[config.mk]
export PLATFORM = sky130hd
export DESIGN_NAME = pplc_port
export DESIGN_NICKNAME = d
export VERILOG_FILES = /design/src/inc/pplc_pkg.sv /design/src/hdl/pplc_port.sv
export VERILOG_INCLUDE_DIRS = /design/src /design/src/inc
export SDC_FILE = /design/constraint.sdc
export NUM_CORES = 1
export LEC_CHECK = 0
export ABC_AREA = 1
export BUFFER_PORTS_ARGS = -buffer_cell sky130_fd_sc_hd__buf_2
export CORE_MARGIN = 3
export CORE_UTILIZATION = 25
export CTS_CLUSTER_SIZE = 12
export DETAILED_ROUTE_END_ITERATION = 8
export PLACE_DENSITY = 0.44
export REMOVE_ABC_BUFFERS = 1
export SLEW_MARGIN = 10
export SYNTH_ARGS = -nofsm -noshare
export SYNTH_HDL_FRONTEND = slang
export SYNTH_SLANG_ARGS = --single-unit
[constraint.sdc]
create_clock -name sys_clk -period 1.3 [get_ports sys_clk]
set_input_delay 0.325 -clock sys_clk [delete_from_list [all_inputs] [get_ports sys_clk]]
set_output_delay 0.325 -clock sys_clk [all_outputs]
set_load 0.005 [all_outputs]
[src/inc/pplc_map.svh]
`ifndef PPLC_MAP_SVH
`define PPLC_MAP_SVH
// byte addresses of the register words
`define PPLC_OFF_CTRL  8'h00
`define PPLC_OFF_CMD   8'h04
`define PPLC_OFF_POL   8'h08
`define PPLC_OFF_MODE  8'h0C
`define PPLC_OFF_DOUT  8'h10
`define PPLC_OFF_DBIT  8'h14
`define PPLC_OFF_DIN   8'h18
`define PPLC_OFF_STAT  8'h1C
`define PPLC_OFF_ISTAT 8'h20
`define PPLC_OFF_IMASK 8'h24
// field positions
`define PPLC_CTRL_HS   0
`define PPLC_CTRL_RST  1
`define PPLC_CMD_IN    0
`define PPLC_CMD_RESET 1
`define PPLC_DBIT_VAL  8
`define PPLC_INT_IRQ   0
`define PPLC_INT_FLAG  1
`define PPLC_INT_STS   2
`define PPLC_INT_W     3
// reset values
`define PPLC_RST_DOUT  8'h00
`define PPLC_RST_IMASK 3'h0
// axi responses
`define PPLC_RESP_OKAY 2'b00
`define PPLC_RESP_SLV  2'b10
`endif

[src/inc/pplc_pkg.sv]
package pplc_pkg;
  // negative polarity selects, one per line group
  typedef struct packed {
    logic ctl_neg;
    logic flag_neg;
    logic data_neg;
  } pplc_pol_s;

  typedef enum logic [2:0] {
    PPLC_HS_NONE   = 3'h0,
    PPLC_HS_LEAD   = 3'h1,
    PPLC_HS_TRAIL  = 3'h2,
    PPLC_HS_PULSE  = 3'h3,
    PPLC_HS_PART   = 3'h4,
    PPLC_HS_STROBE = 3'h5
  } pplc_hs_mode_e;

  typedef enum logic [1:0] {
    PPLC_WR_IDLE = 2'b01,
    PPLC_WR_RESP = 2'b10
  } pplc_wr_state_e;

  // every line that arrives from outside the clock domain
  typedef struct packed {
    logic       rst_pin;
    logic       dir_pin;
    logic       ctl_pin;
    logic       uts_n;
    logic       irq_n;
    logic       status;
    logic       flag;
    logic [7:0] data;
  } pplc_pin_in_s;
endpackage : pplc_pkg

[src/hdl/pplc_port.sv]
// Added by the designer: the AXI4-Lite register port and the placing of the registers.
`timescale 1ns/1ps
`include "pplc_map.svh"
module pplc_port (
  // clock and reset
  input  wire logic        sys_clk,
  input  wire logic        reset_n,
  // axi4-lite write address
  input  wire logic [7:0]  s_axi_awaddr,
  input  wire logic        s_axi_awvalid,
  output logic             s_axi_awready,
  // axi4-lite write data
  input  wire logic [31:0] s_axi_wdata,
  input  wire logic [3:0]  s_axi_wstrb,
  input  wire logic        s_axi_wvalid,
  output logic             s_axi_wready,
  // axi4-lite write response
  output logic [1:0]       s_axi_bresp,
  output logic             s_axi_bvalid,
  input  wire logic        s_axi_bready,
  // axi4-lite read
  input  wire logic [7:0]  s_axi_araddr,
  input  wire logic        s_axi_arvalid,
  output logic             s_axi_arready,
  output logic [31:0]      s_axi_rdata,
  output logic [1:0]       s_axi_rresp,
  output logic             s_axi_rvalid,
  input  wire logic        s_axi_rready,
  // data lines
  input  wire logic [7:0]  data_i,
  output logic [7:0]       data_o,
  output logic             data_oe,
  // peripheral inputs
  input  wire logic        peripheral_flag,
  input  wire logic        peripheral_status_in,
  input  wire logic        peripheral_irq_in_n,
  input  wire logic        user_tristate_in_n,
  // open-collector lines
  input  wire logic        handshake_drive_i,
  output logic             handshake_drive_o,
  output logic             handshake_drive_oe,
  input  wire logic        direction_i,
  output logic             direction_o,
  output logic             direction_oe,
  input  wire logic        peripheral_reset_out_i,
  output logic             peripheral_reset_out_o,
  output logic             peripheral_reset_out_oe,
  // interrupt
  output logic             irq
);

  // keep a value while the last two stages disagree
  function automatic logic [14:0] settle(input logic [14:0] s2,
                                         input logic [14:0] s3,
                                         input logic [14:0] held);
    settle = (~(s2 ^ s3) & s3) | ((s2 ^ s3) & held);
  endfunction : settle

  function automatic logic [31:0] strobe(input logic [31:0] old,
                                         input logic [31:0] wd,
                                         input logic [3:0]  be);
    logic [31:0] m;
    m = {{8{be[3]}}, {8{be[2]}}, {8{be[1]}}, {8{be[0]}}};
    strobe = (old & ~m) | (wd & m);
  endfunction : strobe

  pplc_pkg::pplc_pin_in_s   pin_now;
  pplc_pkg::pplc_pin_in_s   sync1;
  pplc_pkg::pplc_pin_in_s   sync2;
  pplc_pkg::pplc_pin_in_s   sync3;
  pplc_pkg::pplc_pin_in_s   pins;
  pplc_pkg::pplc_pin_in_s   pins_d;
  pplc_pkg::pplc_pol_s      pol;
  pplc_pkg::pplc_hs_mode_e  hs_mode;
  pplc_pkg::pplc_wr_state_e wr_state;

  logic        hs_drive;
  logic        rst_assert;
  logic        dir_input;
  logic [7:0]  dout;
  logic [2:0]  istat;
  logic [2:0]  imask;
  logic [2:0]  events;
  logic [7:0]  aw_addr;
  logic        aw_held;
  logic [31:0] w_data;
  logic [3:0]  w_strb;
  logic        w_held;
  logic        wr_go;
  logic        wr_hit;
  logic [31:0] wr_val;
  logic        cmd_reset;
  logic        cmd_input;
  logic [31:0] rd_val;
  logic        rd_hit;
  logic [7:0]  din_logic;
  logic [31:0] dout_wr;

  assign pin_now = '{rst_pin: peripheral_reset_out_i,
                     dir_pin: direction_i,
                     ctl_pin: handshake_drive_i,
                     uts_n:   user_tristate_in_n,
                     irq_n:   peripheral_irq_in_n,
                     status:  peripheral_status_in,
                     flag:    peripheral_flag,
                     data:    data_i};

  // three stages; only the second and third feed the filter
  // reset starts every line at its pull-up level to avoid a false edge; all but the handshake line, which the port pulls low from reset, idle there
  always_ff @(posedge sys_clk) begin
    if (!reset_n) begin
      sync1  <= '1;
      sync2  <= '1;
      sync3  <= '1;
      pins   <= '1;
      pins_d <= '1;
    end else begin
      sync1  <= pin_now;
      sync2  <= sync1;
      sync3  <= sync2;
      pins   <= settle(sync2, sync3, pins);
      pins_d <= pins;
    end
  end

  // ---------------- axi write ----------------
  assign wr_go  = (wr_state == pplc_pkg::PPLC_WR_IDLE) && aw_held && w_held;
  assign wr_val = strobe(32'h0000_0000, w_data, w_strb);
  assign dout_wr = strobe({24'h00_0000, dout}, w_data, w_strb);

  always_comb begin
    wr_hit = 1'b1;
    case (aw_addr)
      `PPLC_OFF_CTRL, `PPLC_OFF_CMD, `PPLC_OFF_POL, `PPLC_OFF_MODE,
      `PPLC_OFF_DOUT, `PPLC_OFF_DBIT, `PPLC_OFF_ISTAT,
      `PPLC_OFF_IMASK: wr_hit = 1'b1;
      default:         wr_hit = 1'b0;
    endcase
  end

  assign cmd_reset = wr_go && (aw_addr == `PPLC_OFF_CMD) && wr_val[`PPLC_CMD_RESET];
  assign cmd_input = wr_go && (aw_addr == `PPLC_OFF_CMD) && wr_val[`PPLC_CMD_IN];

  // address and data are taken in either order and held until the write is done
  always_ff @(posedge sys_clk) begin
    if (!reset_n) begin
      aw_held       <= 1'b0;
      aw_addr       <= 8'h00;
      s_axi_awready <= 1'b1;
    end else if (s_axi_awvalid && s_axi_awready) begin
      aw_held       <= 1'b1;
      aw_addr       <= {s_axi_awaddr[7:2], 2'b00};
      s_axi_awready <= 1'b0;
    end else if (s_axi_bvalid && s_axi_bready) begin
      aw_held       <= 1'b0;
      s_axi_awready <= 1'b1;
    end
  end

  always_ff @(posedge sys_clk) begin
    if (!reset_n) begin
      w_held       <= 1'b0;
      w_data       <= 32'h0000_0000;
      w_strb       <= 4'h0;
      s_axi_wready <= 1'b1;
    end else if (s_axi_wvalid && s_axi_wready) begin
      w_held       <= 1'b1;
      w_data       <= s_axi_wdata;
      w_strb       <= s_axi_wstrb;
      s_axi_wready <= 1'b0;
    end else if (s_axi_bvalid && s_axi_bready) begin
      w_held       <= 1'b0;
      s_axi_wready <= 1'b1;
    end
  end

  always_ff @(posedge sys_clk) begin
    if (!reset_n) begin
      wr_state     <= pplc_pkg::PPLC_WR_IDLE;
      s_axi_bvalid <= 1'b0;
      s_axi_bresp  <= `PPLC_RESP_OKAY;
    end else begin
      case (wr_state)
        pplc_pkg::PPLC_WR_IDLE: begin
          if (wr_go) begin
            wr_state     <= pplc_pkg::PPLC_WR_RESP;
            s_axi_bvalid <= 1'b1;
            s_axi_bresp  <= wr_hit ? `PPLC_RESP_OKAY : `PPLC_RESP_SLV;
          end
        end
        pplc_pkg::PPLC_WR_RESP: begin
          if (s_axi_bready) begin
            wr_state     <= pplc_pkg::PPLC_WR_IDLE;
            s_axi_bvalid <= 1'b0;
          end
        end
        default: begin
          wr_state     <= pplc_pkg::PPLC_WR_IDLE;
          s_axi_bvalid <= 1'b0;
        end
      endcase
    end
  end

  // ---------------- port control state ----------------
  // handshake drive held as its logical value; pin level derived below
  always_ff @(posedge sys_clk) begin
    if (!reset_n || cmd_reset) begin
      hs_drive <= 1'b0;
    end else if (wr_go && aw_addr == `PPLC_OFF_CTRL && w_strb[0]) begin
      hs_drive <= w_data[`PPLC_CTRL_HS];
    end
  end

  // the reset line is outside the reset command's reach on purpose:
  // software may want to hold the peripheral in reset across it
  always_ff @(posedge sys_clk) begin
    if (!reset_n) begin
      rst_assert <= 1'b0;
    end else if (wr_go && aw_addr == `PPLC_OFF_CTRL && w_strb[0]) begin
      rst_assert <= w_data[`PPLC_CTRL_RST];
    end
  end

  always_ff @(posedge sys_clk) begin
    if (!reset_n || cmd_reset) begin
      pol <= '0;
    end else if (wr_go && aw_addr == `PPLC_OFF_POL && w_strb[0]) begin
      pol <= w_data[2:0];
    end
  end

  always_ff @(posedge sys_clk) begin
    if (!reset_n || cmd_reset) begin
      hs_mode <= pplc_pkg::PPLC_HS_NONE;
    end else if (wr_go && aw_addr == `PPLC_OFF_MODE && w_strb[0]) begin
      hs_mode <= pplc_pkg::pplc_hs_mode_e'(w_data[2:0]);
    end
  end

  // direction is only a side effect of input and output operations and of the reset command
  always_ff @(posedge sys_clk) begin
    if (!reset_n || cmd_reset) begin
      dir_input <= 1'b1;
    end else if (cmd_input) begin
      dir_input <= 1'b1;
    end else if (wr_go && (aw_addr == `PPLC_OFF_DOUT || aw_addr == `PPLC_OFF_DBIT)) begin
      dir_input <= 1'b0;
    end
  end

  always_ff @(posedge sys_clk) begin
    if (!reset_n) begin
      dout <= `PPLC_RST_DOUT;
    end else if (wr_go && aw_addr == `PPLC_OFF_DOUT) begin
      dout <= dout_wr[7:0];
    end else if (wr_go && aw_addr == `PPLC_OFF_DBIT && w_strb[1:0] == 2'b11) begin
      dout[w_data[2:0]] <= w_data[`PPLC_DBIT_VAL];
    end
  end

  // ---------------- interrupts ----------------
  assign events[`PPLC_INT_IRQ]  = !pins.irq_n;
  assign events[`PPLC_INT_FLAG] = pins.flag != pins_d.flag;
  assign events[`PPLC_INT_STS]  = pins.status != pins_d.status;

  // a new event in the clearing cycle survives the clear
  always_ff @(posedge sys_clk) begin
    if (!reset_n) begin
      istat <= 3'h0;
    end else if (wr_go && aw_addr == `PPLC_OFF_ISTAT && w_strb[0]) begin
      istat <= (istat & ~w_data[2:0]) | events;
    end else begin
      istat <= istat | events;
    end
  end

  always_ff @(posedge sys_clk) begin
    if (!reset_n) begin
      imask <= `PPLC_RST_IMASK;
    end else if (wr_go && aw_addr == `PPLC_OFF_IMASK && w_strb[0]) begin
      imask <= w_data[2:0];
    end
  end

  always_ff @(posedge sys_clk) begin
    if (!reset_n) begin
      irq <= 1'b0;
    end else begin
      irq <= |(istat & imask);
    end
  end

  // ---------------- axi read ----------------
  assign din_logic = pins.data ^ {8{pol.data_neg}};

  always_comb begin
    rd_val = 32'h0000_0000;
    rd_hit = 1'b1;
    case ({s_axi_araddr[7:2], 2'b00})
      `PPLC_OFF_CTRL:  rd_val = {30'h0000_0000, rst_assert, hs_drive};
      `PPLC_OFF_CMD:   rd_val = 32'h0000_0000;
      `PPLC_OFF_POL:   rd_val = {29'h0000_0000, pol};
      `PPLC_OFF_MODE:  rd_val = {29'h0000_0000, hs_mode};
      `PPLC_OFF_DOUT:  rd_val = {24'h00_0000, dout};
      `PPLC_OFF_DBIT:  rd_val = 32'h0000_0000;
      `PPLC_OFF_DIN:   rd_val = {24'h00_0000, din_logic};
      `PPLC_OFF_STAT:  rd_val = {24'h00_0000,
                                 pins.rst_pin, pins.dir_pin, pins.ctl_pin, pins.uts_n,
                                 dir_input, !pins.irq_n, pins.status,
                                 pins.flag ^ pol.flag_neg};
      `PPLC_OFF_ISTAT: rd_val = {29'h0000_0000, istat};
      `PPLC_OFF_IMASK: rd_val = {29'h0000_0000, imask};
      default:         rd_hit = 1'b0;
    endcase
  end

  always_ff @(posedge sys_clk) begin
    if (!reset_n) begin
      s_axi_arready <= 1'b1;
      s_axi_rvalid  <= 1'b0;
      s_axi_rdata   <= 32'h0000_0000;
      s_axi_rresp   <= `PPLC_RESP_OKAY;
    end else if (s_axi_arvalid && s_axi_arready) begin
      s_axi_arready <= 1'b0;
      s_axi_rvalid  <= 1'b1;
      s_axi_rdata   <= rd_val;
      s_axi_rresp   <= rd_hit ? `PPLC_RESP_OKAY : `PPLC_RESP_SLV;
    end else if (s_axi_rvalid && s_axi_rready) begin
      s_axi_arready <= 1'b1;
      s_axi_rvalid  <= 1'b0;
    end
  end

  // ---------------- pins ----------------
  // open-collector lines: output value is always low, enable pulls the wire
  always_ff @(posedge sys_clk) begin
    if (!reset_n) begin
      handshake_drive_o       <= 1'b0;
      direction_o             <= 1'b0;
      peripheral_reset_out_o  <= 1'b0;
      handshake_drive_oe      <= 1'b1;
      direction_oe            <= 1'b0;
      peripheral_reset_out_oe <= 1'b0;
    end else begin
      handshake_drive_o       <= 1'b0;
      direction_o             <= 1'b0;
      peripheral_reset_out_o  <= 1'b0;
      handshake_drive_oe      <= !(hs_drive ^ pol.ctl_neg);
      direction_oe            <= !dir_input;
      peripheral_reset_out_oe <= rst_assert;
    end
  end

  // peripheral keeps its drivers off while we drive
  always_ff @(posedge sys_clk) begin
    if (!reset_n) begin
      data_o  <= 8'h00;
      data_oe <= 1'b0;
    end else begin
      data_o  <= dout ^ {8{pol.data_neg}};
      data_oe <= !dir_input && pins.uts_n;
    end
  end

endmodule : pplc_port

Word-level counts from Yosys, hierarchy flattened
Cells that the tools add are included.
- bits in registers: 160
- input port bits: 74
- output and inout port bits: 57
- logic and storage cells: 178
- magnitude comparators: 2
- equal/unequal tests: 23
- muxes and demuxes: 27
- bitwise gates (word level): 18
- reduce and logical (&&, ||, !) cells: 44
- operators by type and width (kind ; number):
    case mux 8 bit (8 select lines) ; 1
    == test 6 x 3 -> 1 bit, second input constant ; 6
    AND 15 bit ; 2
    logical AND 1 bit ; 26
    == test 6 x 2 -> 1 bit, second input constant ; 4
    == test 6 x 4 -> 1 bit, second input constant ; 4
    AND 8 bit ; 2
    2-to-1 mux 8 bit ; 2
    XOR 8 bit ; 2
    2-to-1 mux 1 bit ; 15
    NOT 15 bit ; 1
    OR 15 bit ; 1
    XOR 15 bit ; 1
    == test 6 x 1 -> 1 bit, second input constant ; 2
    OR reduction 10 bit ; 1
    bitwise mux 8 bit ; 1
    zero test 8 bit ; 1
    2-to-1 mux 2 bit ; 4
    NOT 8 bit ; 1
    OR 8 bit ; 1
    nonzero test 2 bit ; 4
    OR reduction 8 bit ; 1
    AND 3 bit ; 2
    zero test 6 bit ; 1
    18 further kinds ; 28

Logic depth before layout (Yosys ltp)
- depth in word-level cells: 7
- depth in mapped cells: 11
- mapped depth without buffers: 11

Worst setup path after synthesis
No wires, ideal clock.
- path kind: reg2reg
- from: register s_axi_bvalid
- to: register (tool-made name)
- setup time: 111 ps
- arrival time: 1207 ps
- data required time: 1189 ps
- setup slack: -18 ps
- stages on the path, launching flop included: 12
- path buffers: 1
- period minus slack after synthesis: 1318 ps
- cells stage by stage: dfxtp_1 inv_1 nand2_1 nor2_4 inv_2 nor2_8 nand2_2 buf_6 nand2_1 inv_1 nor2_1 nor2_1
- RTL lines (item ; line ; RTL):
    start: declaration ; pplc_port.sv:19 ; output logic s_axi_bvalid,
    start signal: assignment ; pplc_port.sv:180 ; s_axi_bvalid <= 1'b0;
    start signal: assignment ; pplc_port.sv:187 ; s_axi_bvalid <= 1'b1;
    start signal: assignment ; pplc_port.sv:194 ; s_axi_bvalid <= 1'b0;

==> metrics <==
switching power=about 2.4 mW; status=finished, violations left; die height=approximately 150 um; number of buffers added on ports=72; Ports=131; die area=0.02385 mm^2; all-layer global routing usage=0.1132; final setup margin=-165.7 ps; total congestion overflow=0; combinational share of power=0.090; final setup violation count=22; fraction of layout cells with a size suffix above 1=0.3252; routed len/inst=approximately 12 um; initial detailed-routing violation count=256; cell taking the most area after synthesis=dfxtp_1; part of the power in registers=0.443; crit path from=aw_addr[7]; Hold Path Cell Cnt=2; commonest non-fill, non-tap cell in the layout=nand2_1; core area=0.02135 mm^2; register area share after synthesis=0.4833; max_cap viols=0; Yosys top cell area share=0.4833; CP Class=register to register; TritonCTS clock tree=built; post-synthesis adder-cell area fraction=0; Crit. End Element=register; hold_ws=91.06 ps; Power Dens Cells=1313 mW/mm^2; XOR/XNOR Fraction of Synth Area=0.02385; FF-to-FF setup slack=-170 ps; final-stage net count=920; clk buf depth=2; Pwr Total=9.706 mW; Fmax=682.3 MHz; largest net degree at the start of global routing=29; syn_area_per_cell=between 7 and 8 um^2; Cell Int Power=around 7.3 mW; Finished Core Util=0.3462; simple logic cell fraction of the synthesized area=0.3062; Final Hold Vio Count=0; Die Span X=approximately 150 um; Final Slew Violations=0; min Tclk post-route=approximately 1500 ps; Critical Path Start Type=register; Compound-Gate Fraction of Synth Area=0.09471; Critical Path AT=around 1800 ps; Area Growth Syn to Fin=34.18%; Final period util=1.127; placed wire-length estimate=10130 um; row count=53; Fillers=around 2300; Vias/cell=~4.2; routed via count=4715; clock share of power=0.468; latest clock arrival within the worst-skew pair=410 ps; clock sinks=~130; crit-path max FO=6; violated checks=negative setup slack; DR pass1 iterations=4; final WL=~14000 um; gpl congestion=0.7799; most frequent cells in the layout=nand2_1 (142), dfxtp_1 (126), buf_2 (71), nor2_1 (63), buf_4 (62); Post-Synthesis Cells=704; Routed Antenna Nets=0; HP Class=primary input to register; largest family of logic cells by synthesized area=simple AND/OR/NAND/NOR gates; RSZ-0062 raised after global routing=yes; first-pass GRT wire length=21760 um; hold buffers post-CTS=0; worst path required time=1650 ps; cts bufs inserted=17; initial antenna violation count=0; synth top area cells=dfxtp_1 (48%), nand2_1 (10%), or2_2 (5.2%), a21oi_1 (4.7%), nor2_1 (4.6%); clk_skew=7.012 ps; antenna cells=0; post-route DRC violation count=0; Leak=3.235 nW; worst r2r path cells=11; H-tree levels=4; YS warnings=0; post-synthesis mux area share=0; peak supply drop=0.5732 mV; sw frac=0.2476; number of global-route vias before repair=4377; Synth Register Bits=133; Distinct cells, synth=31; clock-pin slew on the worst setup and hold paths=60 ps; root buf cell=clkbuf_16; Initial Util=0.2580; synthesized cell area=0.005509 mm^2; FF-to-FF Start=aw_addr[7]
-- cell type report --
class / instances / area (um^2) / share of cell area
Clock inverter: 13 / 125.1 / 0.01693
Timing Repair Buffer: 148 / 1042 / 0.1410
Clock buffer: 18 / 439.2 / 0.05941
Inverter: 46 / 180.2 / 0.02437
Sequential cell: 133 / 2671 / 0.3614
Tap cell: 275 / 344.1 / 0.04655
Multi-Input combinational cell: 499 / 2585 / 0.3497
Timing Repair inverter: 1 / 5.005 / 0.0006770
-- kinds of logic (layout without fill, tap and decap cells) --
group | Yosys count | in the layout
XOR/XNOR | 15 | 15
AO/OA/AOI/OAI | 100 | 100
other | 1 | 29
buffers and inverters | 100 | 226
AND/OR/NAND/NOR | 355 | 355
flip-flops | 133 | 133
-- metal layers --
metal | up-vias | GRT usage | share of wire
met4 | 0 | 0.03743 | 0.015
met5 | - | 0 | 0
met3 | 14 | 0.02826 | 0.045
li1 | 2500 | - | -
met2 | 92 | 0.1826 | 0.47
met1 | 2109 | 0.1486 | 0.47
-- power by group through the flow --
| stage | Combinational, mW | Sequential [mW] | Clock [mW] |
|---|---|---|---|
| 2_1_floorplan | 0.366 | 4.37 | 0 |
| 4_1_cts | 0.848 | 4.30 | 4.69 |
| 5_1_grt | 0.975 | 4.31 | 4.86 |
| 3_3_place_gp | 0.780 | 4.38 | 0 |
| 6_report | 0.869 | 4.30 | 4.54 |
| 3_5_place_dp | 0.783 | 4.38 | 0 |
-- synth_stat cells --
library cell / instances
a211oi_1: 1
a21oi_1: 52
buf_2: 6
buf_4: 30
buf_6: 1
clkbuf_1: 17
conb_1: 1
dfxtp_1: 133
inv_1: 42
inv_2: 4
nand2_1: 147
nand2_2: 3
nand3_1: 38
nand3_4: 1
nand3b_1: 2
nand4_1: 23
nor2_1: 67
nor2_2: 6
nor2_4: 5
nor2_8: 1
nor3_1: 11
nor3_2: 2
nor3b_1: 2
o211ai_1: 1
o21ai_0: 44
o21ai_1: 1
o31ai_4: 1
or2_2: 46
or3_1: 1
xnor2_1: 10
xor2_1: 5
-- timing repair --
item                                    4_1_cts  5_1_grt
pin swaps                                    10        9
gates cloned                                  0        1
resized for setup                            42       15
endpoints found under the setup margin       25       33
setup buffers                                 6        5
-- how the worst min path moves through the flow --
stage	endpoint	slack (ps)	from
after floorplan	sync2[0]	390	sync1[0]
after global placement	sync2[0]	400	sync1[0]
after detailed placement	sync2[13]	400	sync1[13]
after CTS	sync1[5]	70	data_i[5]
after global routing	sync1[12]	80	handshake_drive_i
final	sync1[5]	90	data_i[5]
-- worst max-delay path, cell delays in order (launching register included) --
cell	delay, ps
dfxtp_2	330
nor2_4	160
buf_12	140
nand3_4	100
nor2_8	170
buf_12	130
nand3_1	80
nand2_1	80
inv_1	40
nand2_1	40
nand2_1	50
nor2_1	80
-- per-stage QoR --
stage,setup TNS (ps),instance area [um^2],setup slack (ps),instances
after global routing,-4698,7392,-277.9,1133
final,-2256,7392,-165.7,1133
after global placement,-3126,6526,-154.4,1090
after CTS,-1812,7286,-129.9,1127
after floorplan,-24630,5284,-440.4,678
after detailed placement,-3201,6526,-154.3,1090
No activity file was read; power rests on OpenSTA's default activity.
